[config.mk]
export PLATFORM = sky130hd
export DESIGN_NAME = lcdc_top
export DESIGN_NICKNAME = d
export VERILOG_FILES = /design/src/hdl/lcdc_pkg.sv /design/src/hdl/lcdc_slot_timer.sv /design/src/hdl/lcdc_top.sv
export SDC_FILE = /design/constraint.sdc
export NUM_CORES = 1
export LEC_CHECK = 0
export ABC_CLOCK_PERIOD_IN_PS = 3200
export BUFFER_PORTS_ARGS = -buffer_cell sky130_fd_sc_hd__buf_2
export CORE_ASPECT_RATIO = 0.9
export CORE_MARGIN = 4
export CORE_UTILIZATION = 35
export CTS_BUF_LIST = sky130_fd_sc_hd__clkbuf_8
export DETAILED_ROUTE_END_ITERATION = 10
export GPL_ROUTABILITY_DRIVEN = 0
export GPL_TIMING_DRIVEN = 0
export SYNTH_ARGS = -nofsm -noshare
export SYNTH_HDL_FRONTEND = slang
export SYNTH_HIERARCHICAL = 1
export SYNTH_SLANG_ARGS = --single-unit
export TNS_END_PERCENT = 30
[constraint.sdc]
create_clock -name clk_i -period 3.2 [get_ports clk_i]
set_clock_uncertainty 0.05 [all_clocks]
set_input_delay 0.64 -clock clk_i [delete_from_list [all_inputs] [get_ports clk_i]]
set_output_delay 0.64 -clock clk_i [all_outputs]
set_load 0.01 [all_outputs]
[src/hdl/lcdc_pkg.sv]
package lcdc_pkg;
    // Bus and memory geometry
    localparam int ADDR_W = 8;
    localparam int DATA_W = 4;
    localparam int NUM_COM = 4;
    localparam int NUM_SEG = 38;
    localparam int NUM_PAIRS = 19;
    localparam int MEM_WORDS = 48;
    localparam int MAP_W = 8;
    // Drive switch register
    localparam logic [7:0] SWITCH_ADDR = 8'h78;
    localparam int SWITCH_DRIVE_BIT = 3;
    localparam logic [3:0] SWITCH_RESET = 4'h0;
    // Display memory windows
    localparam logic [7:0] MEM_LOW_BASE = 8'h40;
    localparam logic [7:0] MEM_LOW_LAST = 8'h6F;
    localparam logic [7:0] MEM_HIGH_BASE = 8'hC0;
    localparam logic [7:0] MEM_HIGH_LAST = 8'hEF;
    // Frame divisors of the slow oscillator
    localparam int FRAME_DIV_4 = 1024;
    localparam int FRAME_DIV_3 = 768;
    localparam int FRAME_DIV_2 = 1024;
    // Read data for undefined reads
    localparam logic [3:0] UNDEF_READ = 4'h0;
    // All-off output level
    localparam logic OFF_LEVEL = 1'b0;
endpackage

[src/hdl/lcdc_slot_timer.sv]
`timescale 1ns/1ps
`default_nettype none
// Steps through common slots in equal parts of one frame
module lcdc_slot_timer #(
    parameter int DUTY = 4,
    parameter int FRAME_DIV = 1024
) (
    // Clock and reset
    input wire logic clk_i,
    input wire logic sys_rst_i,
    // Control
    input wire logic run_i,
    // Slot state
    output logic [1:0] slot_o,
    output logic frame_o
);
    localparam int SLOT_LEN = FRAME_DIV / DUTY;
    localparam logic [9:0] SLOT_LAST = 10'(SLOT_LEN - 1);
    localparam logic [1:0] SLOT_MAX = 2'(DUTY - 1);

    logic [9:0] cnt_reg; // Cycle count within slot
    logic [1:0] slot_reg; // Current common
    logic frame_reg; // Frame start pulse
    wire slot_end = (cnt_reg == SLOT_LAST);
    wire frame_end = slot_end && (slot_reg == SLOT_MAX);

    // Equal slot lengths; held at slot 0 while all-off
    always_ff @(posedge clk_i or posedge sys_rst_i) begin
        if (sys_rst_i) begin
            cnt_reg <= 10'h000;
            slot_reg <= 2'h0;
            frame_reg <= 1'b0;
        end else if (!run_i) begin
            cnt_reg <= 10'h000;
            slot_reg <= 2'h0;
            frame_reg <= 1'b0;
        end else begin
            cnt_reg <= slot_end ? 10'h000 : cnt_reg + 10'h001;
            if (slot_end) begin
                slot_reg <= frame_end ? 2'h0 : slot_reg + 2'h1;
            end
            frame_reg <= frame_end;
        end
    end

    assign slot_o = slot_reg;
    assign frame_o = frame_reg;
endmodule
`default_nettype wire

[src/hdl/lcdc_top.sv]
`timescale 1ns/1ps
`default_nettype none
// Functional notes
// - Four commons, 38 segments, 152 segments
// - Frame is clock over 1024, or 768
// - Duty 1/4, 1/3 or 1/2 build choice
// - Bit 3 at 78H selects drive, reads back
// - All-off holds every non-DC output constant
// - Reset clears drive bit to all-off
// - Memory one lights segment, zero off
// - Memory window 40H-6FH or C0H-EFH only
// - Low window readable, high window write-only
// - Display memory not cleared by reset
// - Bit to pin and common map buildable
// - DC pin drives its common 0 bit
// - DC choice per pin pair; drive type
module lcdc_top #(
    parameter int DUTY = 4,
    parameter bit HIGH_WINDOW = 1'b0,
    // Per pair: 1 selects DC output
    parameter logic [18:0] DC_PAIRS = 19'h00000,
    // Per pin: 1 selects open drain when DC
    parameter logic [37:0] DC_OPEN_DRAIN = 38'h0000000000,
    // Map: {word[5:0],bit[1:0]} per pin and common, default linear
    parameter logic [151:0][7:0] SEG_MAP = '0
) (
    // Clock and reset
    input wire logic clk_i,
    input wire logic sys_rst_i,
    // CPU data bus
    input wire logic [7:0] cpu_addr_i,
    input wire logic [3:0] cpu_wdata_i,
    input wire logic cpu_wr_i,
    input wire logic cpu_rd_i,
    output logic [3:0] cpu_rdata_o,
    output logic cpu_hit_o,
    // Panel
    output logic [3:0] common_outputs_o,
    output logic [3:0] common_active_o,
    output logic [37:0] segment_outputs_o,
    output logic [37:0] segment_oe_n_o,
    output logic [37:0] segment_dc_o,
    // Clock timer mask bits kept for the timer block
    output logic [2:0] tick_irq_en_o
);
    // Derived build constants: frame divisor by duty and window bounds
    localparam int FRAME_DIV = (DUTY == 3) ? lcdc_pkg::FRAME_DIV_3 :
        (DUTY == 2) ? lcdc_pkg::FRAME_DIV_2 : lcdc_pkg::FRAME_DIV_4;
    localparam logic [7:0] BASE = HIGH_WINDOW ? lcdc_pkg::MEM_HIGH_BASE :
        lcdc_pkg::MEM_LOW_BASE;
    localparam logic [7:0] LAST = HIGH_WINDOW ? lcdc_pkg::MEM_HIGH_LAST :
        lcdc_pkg::MEM_LOW_LAST;

    // The CPU bus runs on the same slow clock as the panel logic, so no
    // synchroniser sits on the address, data or strobes. A faster CPU
    // clock would need a handshake in front of this block.
    // Switch register: drive bit plus three tick masks
    logic [3:0] switch_reg;
    logic [3:0] switch_next;
    // Display memory, 48 words of 4 bits, no reset
    logic [3:0] mem [0:47];
    // Registered read data
    logic [3:0] rdata_reg;
    logic [3:0] rdata_next;
    // Registered panel outputs
    logic [3:0] com_reg;
    logic [37:0] seg_reg;
    logic [37:0] seg_next;
    logic [3:0] com_next;

    // Address decode. The switch register and the display window are the
    // only targets; every other address reads as the undefined value and
    // ignores writes.
    wire sw_hit = (cpu_addr_i == lcdc_pkg::SWITCH_ADDR);
    wire mem_hit = (cpu_addr_i >= BASE) && (cpu_addr_i <= LAST);
    wire [5:0] mem_idx = 6'(cpu_addr_i - BASE);
    // Write qualifiers, one per target, and a read qualifier for the memory only
    wire sw_wr = cpu_wr_i && sw_hit;
    wire mem_wr = cpu_wr_i && mem_hit;
    // High window is write-only, so its reads take the default value
    wire mem_rd_ok = mem_hit && !HIGH_WINDOW;
    wire drive_on = switch_reg[lcdc_pkg::SWITCH_DRIVE_BIT];
    wire [1:0] slot;

    assign switch_next = sw_wr ? cpu_wdata_i : switch_reg;

    // Bits 2..0 are only stored here and handed to the timer block; the
    // drive bit alone steers the panel logic below.
    // Switch register; reset selects all-off
    always_ff @(posedge clk_i or posedge sys_rst_i) begin
        if (sys_rst_i) begin
            switch_reg <= lcdc_pkg::SWITCH_RESET;
        end else begin
            switch_reg <= switch_next;
        end
    end

    // No reset branch on purpose: the array maps onto plain storage and
    // software must fill it before the panel shows anything meaningful.
    // Writes outside the window are dropped; cpu_hit_o stays low for them unless they hit 78H.
    // Memory write; contents undefined after reset
    always_ff @(posedge clk_i) begin
        if (mem_wr) begin
            mem[mem_idx] <= cpu_wdata_i;
        end
    end

    // Switch register wins if both decoders ever overlapped; they cannot
    // with the two windows, but the order keeps the result defined.
    // Read mux; high window reads are undefined
    always_comb begin
        rdata_next = lcdc_pkg::UNDEF_READ;
        if (sw_hit) begin
            rdata_next = switch_reg;
        end else if (mem_rd_ok) begin
            rdata_next = mem[mem_idx];
        end
    end

    // The read value is captured only on a read strobe, so the output
    // holds its last value between reads and never follows the address.
    // Read data registered for one cycle latency
    always_ff @(posedge clk_i or posedge sys_rst_i) begin
        if (sys_rst_i) begin
            rdata_reg <= 4'h0;
        end else if (cpu_rd_i) begin
            rdata_reg <= rdata_next;
        end
    end

    // Bus outputs: hit is combinational so the CPU side can qualify a
    // cycle without waiting; read data comes straight from its flop.
    assign cpu_rdata_o = rdata_reg;
    assign cpu_hit_o = sw_hit || mem_hit;
    assign tick_irq_en_o = switch_reg[2:0];

    // The slot timer sits at slot 0 while drive is off, so turning drive
    // on always starts a fresh frame with common 0 and a full first slot.
    // Its frame pulse is not needed here and is left open.
    // Slot sequencer
    lcdc_slot_timer #(
        .DUTY(DUTY),
        .FRAME_DIV(FRAME_DIV)
    ) u_slot (
        .clk_i(clk_i),
        .sys_rst_i(sys_rst_i),
        .run_i(drive_on),
        .slot_o(slot),
        .frame_o()
    );

    // Map entry layout: bits 7..2 pick the memory word, bits 1..0 pick
    // the bit within it. An all-zero map stands for the linear layout in
    // which pin p uses word p and common c uses bit c. A word index past
    // the end of the array wraps rather than reading outside it.
    // Memory bit lookup for a pin and common; linear when map is zero
    function automatic logic seg_bit(input int pin, input logic [1:0] c);
        logic [7:0] m;
        int lin;
        m = SEG_MAP[pin * 4 + int'(c)];
        lin = pin * 4 + int'(c);
        if (SEG_MAP == '0) begin
            m = 8'(lin);
        end
        seg_bit = mem[m[7:2] % 48][m[1:0]];
    endfunction

    // DC pins ignore the drive switch: they show their common 0 bit at
    // all times, so an all-off panel can still carry static indicators.
    // Every other pin is forced to the off level while drive is off.
    // Per-pin segment and DC logic
    genvar gi;
    generate
        for (gi = 0; gi < lcdc_pkg::NUM_SEG; gi++) begin : g_seg
            localparam bit IS_DC = DC_PAIRS[gi / 2];
            always_comb begin
                if (IS_DC) begin
                    seg_next[gi] = seg_bit(gi, 2'h0);
                end else if (!drive_on) begin
                    seg_next[gi] = lcdc_pkg::OFF_LEVEL;
                end else begin
                    seg_next[gi] = seg_bit(gi, slot);
                end
            end
            // An open-drain pin only pulls low; a one leaves it released
            // Open drain floats on high, push-pull always drives
            assign segment_oe_n_o[gi] = (IS_DC && DC_OPEN_DRAIN[gi]) ?
                seg_reg[gi] : 1'b0;
            assign segment_dc_o[gi] = IS_DC;
        end
    endgenerate

    // Commons above the duty are never selected because the slot counter
    // wraps at the last used common.
    // Active common marker, one-hot per slot
    always_comb begin
        com_next = 4'h0;
        if (drive_on) begin
            com_next[slot] = 1'b1;
        end
    end

    // Registering both commons and segments keeps them changing on the
    // same edge, so the panel never sees a slot with stale segment data.
    // The cost is one cycle of lag behind the slot counter.
    // Reset clears the panel outputs together with the switch, so the
    // first edges after reset already show the all-off levels.
    // Panel output flops; non-DC pins constant while all-off
    always_ff @(posedge clk_i or posedge sys_rst_i) begin
        if (sys_rst_i) begin
            com_reg <= 4'h0;
            seg_reg <= 38'h0000000000;
        end else begin
            com_reg <= com_next;
            seg_reg <= seg_next;
        end
    end

    assign common_outputs_o = com_reg;
    assign segment_outputs_o = seg_reg;
    // Purely a build constant; the panel side uses it to park unused
    // commons.
    // Commons in use for this duty
    assign common_active_o = (DUTY == 2) ? 4'h3 : (DUTY == 3) ? 4'h7 : 4'hF;
endmodule
`default_nettype wire

Word level (Yosys, flattened, before mapping)
Memories as Yosys holds them, arrays and structs flattened.
Index checks and enable logic that the tools add are counted.
Operators by class
  reduce and logical (&&, ||, !) cells: 6
  equal/unequal tests: 4
  bitwise gates (word level): 0
  shift operators: 0
  multipliers: 0
  add/subtract/negate cells: 40
  div/mod/pow operators: 38
  magnitude comparators: 42
  multiplexer cells: 164
Operators by type and width (number)
  modulo 6 x 6 -> 32 bit (second input constant): 38
  2-to-1 mux 8 bit: 38
  adder 7 x 2 -> 8 bit (first input constant): 16
  < comparator 2 x 3 -> 1 bit (second input constant): 39
  2-to-1 mux 1 bit: 79
  binary-select mux 1 bit (select 2 bit): 38
  adder 6 x 2 -> 7 bit (first input constant): 8
  adder 8 x 2 -> 8 bit (first input constant): 6
  adder 5 x 2 -> 6 bit (first input constant): 4
  2-to-1 mux 10 bit: 2
  2-to-1 mux 4 bit: 3
  adder 10 x 1 -> 10 bit (second input constant): 1
  adder 4 x 2 -> 5 bit (first input constant): 2
  == test 10 x 8 -> 1 bit (second input constant): 1
  == test 8 x 7 -> 1 bit (second input constant): 1
  greater-or-equal comparator 8 x 7 -> 1 bit (second input constant): 1
  less-or-equal comparator 8 x 7 -> 1 bit (second input constant): 1
  2-to-1 mux 2 bit: 3
  subtractor 6 x 1 -> 6 bit (second input constant): 1
  logical AND 1 bit: 5
  adder 3 x 2 -> 4 bit (first input constant): 1
  adder 2 x 1 -> 2 bit (second input constant): 1
  demux 1 bit (select 2 bit): 1
  == test 2 bit (second input constant): 1
  other kinds (3): 3
Word-level totals
  logic and storage cells: 301
  input bits: 16
  bits in registers: 62
  bits in writable memories: 192
  memories: 1
  output and inout port bits: 130
  latch bits: 0
  bits in read-only memories: 0
Memory list
  mem: words 48, bits a word 4, rd ports 39, clocked after memory_dff 0, write ports 1, line lcdc_top.sv:61  | logic [3:0] mem [0:47];

Depth between registers and ports, before layout
Gate-level depths: netlist of the first run.
An unclocked memory read counts as a cell.
  word-level depth: 7
  mapped depth: 8
  gate-level depth less buffers: 5

Modules after synthesis
Netlist of the first run, hierarchy kept.
By module, submodules not included
  lcdc_top: instances 1, seq. area each 7016.7 µm², cells each 738, area an instance 11149.4 µm²
  lcdc_slot_timer: instances 1, seq. area each 325.3 µm², cells each 59, area an instance 645.6 µm²

Worst setup path after synthesis of the first run
Ideal clock, no wire load.
  path type: input -> register
  start: input port cpu_addr_i[5]
  end: memory mem[33][0] (enable)
  library setup time: 0.361 ns
  path buffers: 1
  arrival: 1.926 ns
  data required time: 2.789 ns
  stages on the path: 4
  path slack: 0.862 ns
  cell sequence: buf_2 or3b_2 nand4bb_1 nor3_1
On the way
  cells in the longest elaborated chain, start to end: 5
  elaborated cells on any way between the ends: 7
  classes of those cells: add/sub: 1; order compare: 2; mux: 2; reduce/logical: 2
Ends and longest elaborated chain
  start, declared: line lcdc_top.sv:31  | input wire logic [7:0] cpu_addr_i,
  greater-or-equal comparator 8 x 7 -> 1 bit or less-or-equal comparator 8 x 7 -> 1 bit (tied branches): line lcdc_top.sv:75  | wire mem_hit = (cpu_addr_i >= BASE) && (cpu_addr_i <= LAST);
  logical AND 1 bit: line lcdc_top.sv:75
  logical AND 1 bit: line lcdc_top.sv:79  | wire mem_wr = cpu_wr_i && mem_hit;
  2-to-1 mux 1 bit: line lcdc_top.sv:103  | if (mem_wr) begin
  2-to-1 mux 1 bit (not written as such): line lcdc_top.sv:104  | mem[mem_idx] <= cpu_wdata_i;
  end, declared: line lcdc_top.sv:61
Parallel ways exist; a longest one is shown, timed or not.

Worst setup path after layout of the first run
  start: input port cpu_addr_i[0]
  end: output port cpu_hit_o
On the way
  cells in the longest elaborated chain, start to end: 3
  elaborated cells on any way between the ends: 5
  classes of those cells: order compare: 2; eq/ne: 1; reduce/logical: 2
Ends and longest elaborated chain
  greater-or-equal comparator 8 x 7 -> 1 bit or less-or-equal comparator 8 x 7 -> 1 bit (tied branches): line lcdc_top.sv:75
  logical AND 1 bit: line lcdc_top.sv:75
  logical OR 1 bit (*): line lcdc_top.sv:134  | assign cpu_hit_o = sw_hit || mem_hit;
  end, declared: line lcdc_top.sv:36  | output logic cpu_hit_o,
Every way passes the cells marked *; elsewhere a longest branch is shown, timed or not.

==> flow_summary.toml, run 1 <==
[clock_network]
cts_tree = "built"
cts_hold_buf = 0
clkTransAtPathRegs_ns = 0.06
clock_latency_ns = 0.56
htreeDepth = 2
cts_buffer_depth = 3
post_cts_buffers = 0
cts-root-buf = "clkbuf_8"
clock-sinks = 254
numCtsBuffers = 44
cts-resized-gates = 0

[final_layout]
drive_gt1_share_pct = 30.65
fin_cells = 1441
seq_area_mm2 = 0.007317
multi_input_area_mm2 = 0.003812
layout_common_cells = "edfxtp_1, buf_4, conb_1"
final_common_cell = "edfxtp_1"
area_growth_pct = 17.17
nNetsFinal = 1002
nFillCells = 3063
largest_reg_flops = 192
final_area_mm2 = 0.01378

[pwr]
p_seq_share_pct = 51.2
power_frac_comb_pct = 7.4
intPower_mw = 5.334
ir_worst_vdd_v = 0.0002290
total_power_mw = 7.012
p_leak_nw = 5.424
power_density_mw_per_mm2 = 508.8
clkPwrFrac_pct = 41.4
p_switching_mw = 1.679
p_sw_share_pct = 23.94

[sta]
tightest_slew_ns = 1.121
hold_viol = 0
drv_slew = 0
relSlewSlack_pct = 25.25
fin_crit_sh_pct = 87.33
setup-tns-final_ns = 0
fin_ws_ns = 0.4055
rsz0062_at_grt = "false"
fin_crit_ns = 2.795
fmax_ghz = 0.3578
setup_viol = 0

[synthesis]
avgSynthCellArea_um2 = 14.80
syn_area_mm2 = 0.01176
yosys_warnings = 6
synthCells = 795

[setup_path]
cp.required_ns = 2.51
cp_max_fo = 7
critPathLaunchType = "primary input"
cp_data_arrival_time_ns = 2.10
criticalPathCategory = "in2out"
crit_path_end_kind = "output port"

[drt]
routed_wl_um = 32900
viasPerCell = 5.156
via_count = 7430
drtAntennaViolNets = 0
drc = 0
drtIter0Drc = 751
wl_per_cell_um = 22.83
dr.pass1.iters = 5

[floorplan]
start_util_pct = 35.62
die-area_mm2 = 0.03661
io-pin-count = 146
fp-row-count = 63
die_w_um = 201.3
die_h_um = 181.9
core_mm2 = 0.03303

[global_routing]
grt_pass1_vias = 7571
grt_overflow_total = 0
use_met2_pct = 26.57
grt_usage_pct = 17.43
antenna_found_initial = 3
grt_pass1_wl_um = 48060
use_met1_pct = 24.46
grt_max_degree = 50
use_met3_pct = 4.625
busiest_layer = "met2"

[placement]
dp_cells = 1360
io_buffer_count = 64
hpwl_um = 21870
dp_slack_ns = -0.09117
placed_area_mm2 = 0.01292

[min_path]
hold_class = "in2async"

[run]
drv_cap = 0

[status]
status = "finished clean"
[critical path, cell delays in order]
cell and delay [ns]:
buf_2 0.17, nor3_2 0.52, and4_1 0.25, buf_2 0.21, a21o_1 0.16, buf_2 0.15
[power groups by stage]
| stage | combinational [mW] | clock [mW] | sequential, mW |
|---|---|---|---|
| after global routing | 0.558 | 3.12 | 3.59 |
| after floorplan | 0.319 | 0 | 3.66 |
| final | 0.519 | 2.90 | 3.59 |
| after detailed placement | 0.511 | 0 | 3.66 |
| after global placement | 0.504 | 0 | 3.66 |
| after CTS | 0.512 | 2.97 | 3.59 |
[path summary, 6_finish.rpt]
kind | slack, ns | depth (start not counted) | start | to
worst max-delay path | 0.41 | 6 | cpu_addr_i[0] | cpu_hit_o
worst min-delay path | 0.08 | 2 | sys_rst_i | u_slot/slot_o[1]
worst max register to register | 0.97 | 4 | u_slot/slot_o[1] | segment_outputs_o[3]
worst min register to register | 0.45 | 1 | u_slot/cnt_reg[0] | u_slot/cnt_reg[0]
max in group asynchronous | 2.40 | 3 | sys_rst_i | segment_outputs_o[34]
min in group clk_i | 0.45 | 1 | u_slot/cnt_reg[0] | u_slot/cnt_reg[0]
[per-stage QoR]
step / utilization (%) / hold WS (ns)
after global placement: 39.07 / 0.4309
after CTS: 41.72 / 0.06350
after floorplan: - / 0.4029
after global routing: 41.73 / 0.1031
after detailed placement: 39.13 / 0.4404
final: 41.73 / 0.07702
[per-layer routing]
metal  vias up  routed length (um)
met4         4                 871
met1      3709               13940
met3        63                3255
li1       3256                   -
met2       398               14820
met5         -                  16
[area by class of cell]
type | instances | area share, %
clock buffer | 49 | 4.893
sequential | 254 | 53.09
multi-input combinational | 480 | 27.66
buffer | 129 | 6.454
clock inverter | 31 | 1.316
antenna | 1 | 0.01816
inverter | 10 | 0.2723
timing repair buffer | 65 | 2.469
tap | 422 | 3.831
(Power assumes the default switching activity.)
==> run 2: changes to the inputs <==
--- a/config.mk
+++ b/config.mk
@@ -8,7 +8,7 @@
 export ABC_CLOCK_PERIOD_IN_PS = 3200
 export BUFFER_PORTS_ARGS = -buffer_cell sky130_fd_sc_hd__buf_2
 export CORE_ASPECT_RATIO = 0.9
-export CORE_MARGIN = 4
+export CORE_MARGIN = 2
 export CORE_UTILIZATION = 35
 export CTS_BUF_LIST = sky130_fd_sc_hd__clkbuf_8
 export DETAILED_ROUTE_END_ITERATION = 10
==> constraint.sdc (replaced) <==
create_clock -name clk_i -period 3.2 [get_ports clk_i]
set_clock_uncertainty 0.05 [all_clocks]
set_input_delay 0.8 -clock clk_i [delete_from_list [all_inputs] [get_ports clk_i]]
set_output_delay 0.8 -clock clk_i [all_outputs]
set_load 0.01 [all_outputs]
==> run 2 against run 1 <==
Compared with the run above:
- final area down 0.76%
- worst hold slack better by 0.17 ns
- flip-flop and latch count did not move
- die area fell by 4.1%
- first-iteration DRC count down 4.3%
- critical path depth unchanged
- sequential power about the same
- critical endpoint unchanged
- highest routed layer unchanged
==> flow_summary.toml, run 2 (synthesis gave the netlist of run 1 again) <==
[sta]
setup_viol = 0
tightest_slew_ns = 1.105
relSlewSlack_pct = 26.32
hold_viol = 0
drv_slew = 0
rsz0062_at_grt = "false"
fin_crit_sh_pct = 97.70
fmax_ghz = 0.3198
fin_crit_ns = 3.126
fin_hold_ws_ns = 0.2459
setup-tns-final_ns = 0

[setup_path]
slowest_delay_ns = 0.54
worst-path-buf-inv = 3
crit_top_cell = "buf_2"
cp_max_fo = 7
criticalPathCategory = "in2out"
path_delay_family = "simple AND/OR/NAND/NOR gates"
critPathLaunchType = "primary input"
cp_data_arrival_time_ns = 2.28
path_cells = "buf_2, nor3_2, and4_1, buf_2, a21o_1, buf_2"
cp.required_ns = 2.35
crit_path_end_kind = "output port"
slowest_stage = "nor3_2"

[clock_network]
htreeDepth = 2
post_cts_buffers = 0
clock_latency_ns = 0.55
cts_tree = "built"
clock-sinks = 254
numCtsBuffers = 43
cts-resized-gates = 0
cts_hold_buf = 0
clkTransAtPathRegs_ns = 0.06
cts-root-buf = "clkbuf_8"
cts_buffer_depth = 3

[final_layout]
area_growth_pct = 16.27
largest_reg_flops = 192
layout_common_cells = "edfxtp_1, buf_4, conb_1"
drive_gt1_share_pct = 29.95
fin_cells = 1438
fin_util_pct = 41.41
nNetsFinal = 1001
final_common_cell = "edfxtp_1"

[floorplan]
start_util_pct = 35.62
die-area_mm2 = 0.03510
fp-row-count = 63
die_h_um = 177.9
die_w_um = 197.3
io-pin-count = 146
core_mm2 = 0.03303

[global_routing]
use_met1_pct = 25.74
grt_max_degree = 50
grt_pass1_wl_um = 47390
grt_usage_pct = 18.51
busiest_layer = "met2"
antenna_found_initial = 2
grt_overflow_total = 0
use_met3_pct = 4.162
grt_pass1_vias = 7401
use_met2_pct = 29.08

[drt]
drc = 0
routed_wl_um = 32290
drtAntennaViolNets = 0
wl_per_cell_um = 22.45
via_count = 7430
dr.pass1.iters = 5
viasPerCell = 5.167
drtIter0Drc = 719

[placement]
dp_cells = 1360
io_buffer_count = 64
hpwl_um = 21700

[pwr]
ir_worst_vdd_v = 0.0002077
p_leak_nw = 5.390
power_density_mw_per_mm2 = 489.2

[min_path]
hold_class = "in2async"

[run]
drv_cap = 0

[status]
status = "finished clean"
[run 2: layout make-up]
type                            count  area, um2
Fill cell                        3043      19350
Sequential cell                   254       7317
Multi-Input combinational cell    480       3812
Buffer                            129      889.6
Clock buffer                       45      619.3
Tap cell                          422      528.0
Timing Repair Buffer               65      340.3
Clock inverter                     32      131.4
Inverter                           10      37.54
Antenna cell                        1      2.502
[run 2: path summary, 6_finish.rpt]
check / startpoint / to / slack (ns) / depth (start not counted)
setup / recovery: cpu_addr_i[1] / cpu_hit_o / 0.07 / 6
hold / removal: sys_rst_i / u_slot/cnt_reg[7] / 0.25 / 2
setup reg to reg: u_slot/slot_o[0] / segment_outputs_o[11] / 0.94 / 4
hold reg to reg: u_slot/cnt_reg[0] / u_slot/cnt_reg[0] / 0.45 / 1
max in group asynchronous: sys_rst_i / cpu_rdata_o[3] / 2.23 / 3
min in group clk_i: u_slot/cnt_reg[0] / u_slot/cnt_reg[0] / 0.45 / 1
[run 2: per-stage QoR]
stage                     area [um2]  power (mW)  worst slack [ns]
after detailed placement       12920       4.165           -0.1427
after floorplan                12060       3.978            0.6888
after global routing           13680       6.938          0.004819
after CTS                      13680       6.743            0.1218
after global placement         12900       4.160           -0.1639
final                          13680       6.691           0.07350
[run 2: power breakdown]
| part | leakage, nW | internal, mW | switching (mW) |
|---|---|---|---|
| combinational | 2.35 | 0.192 | 0.324 |
| sequential | 2.59 | 3.58 | 0.0144 |
| clock | 0.452 | 1.30 | 1.29 |
[run 2: per-layer routing]
metal	wire (um)	up-vias	share of wire, %
met2	14840	391	46
met4	780	2	2.4
li1	-	3255	-
met3	2940	64	9.1
met5	13	-	0.040
met1	13710	3718	42
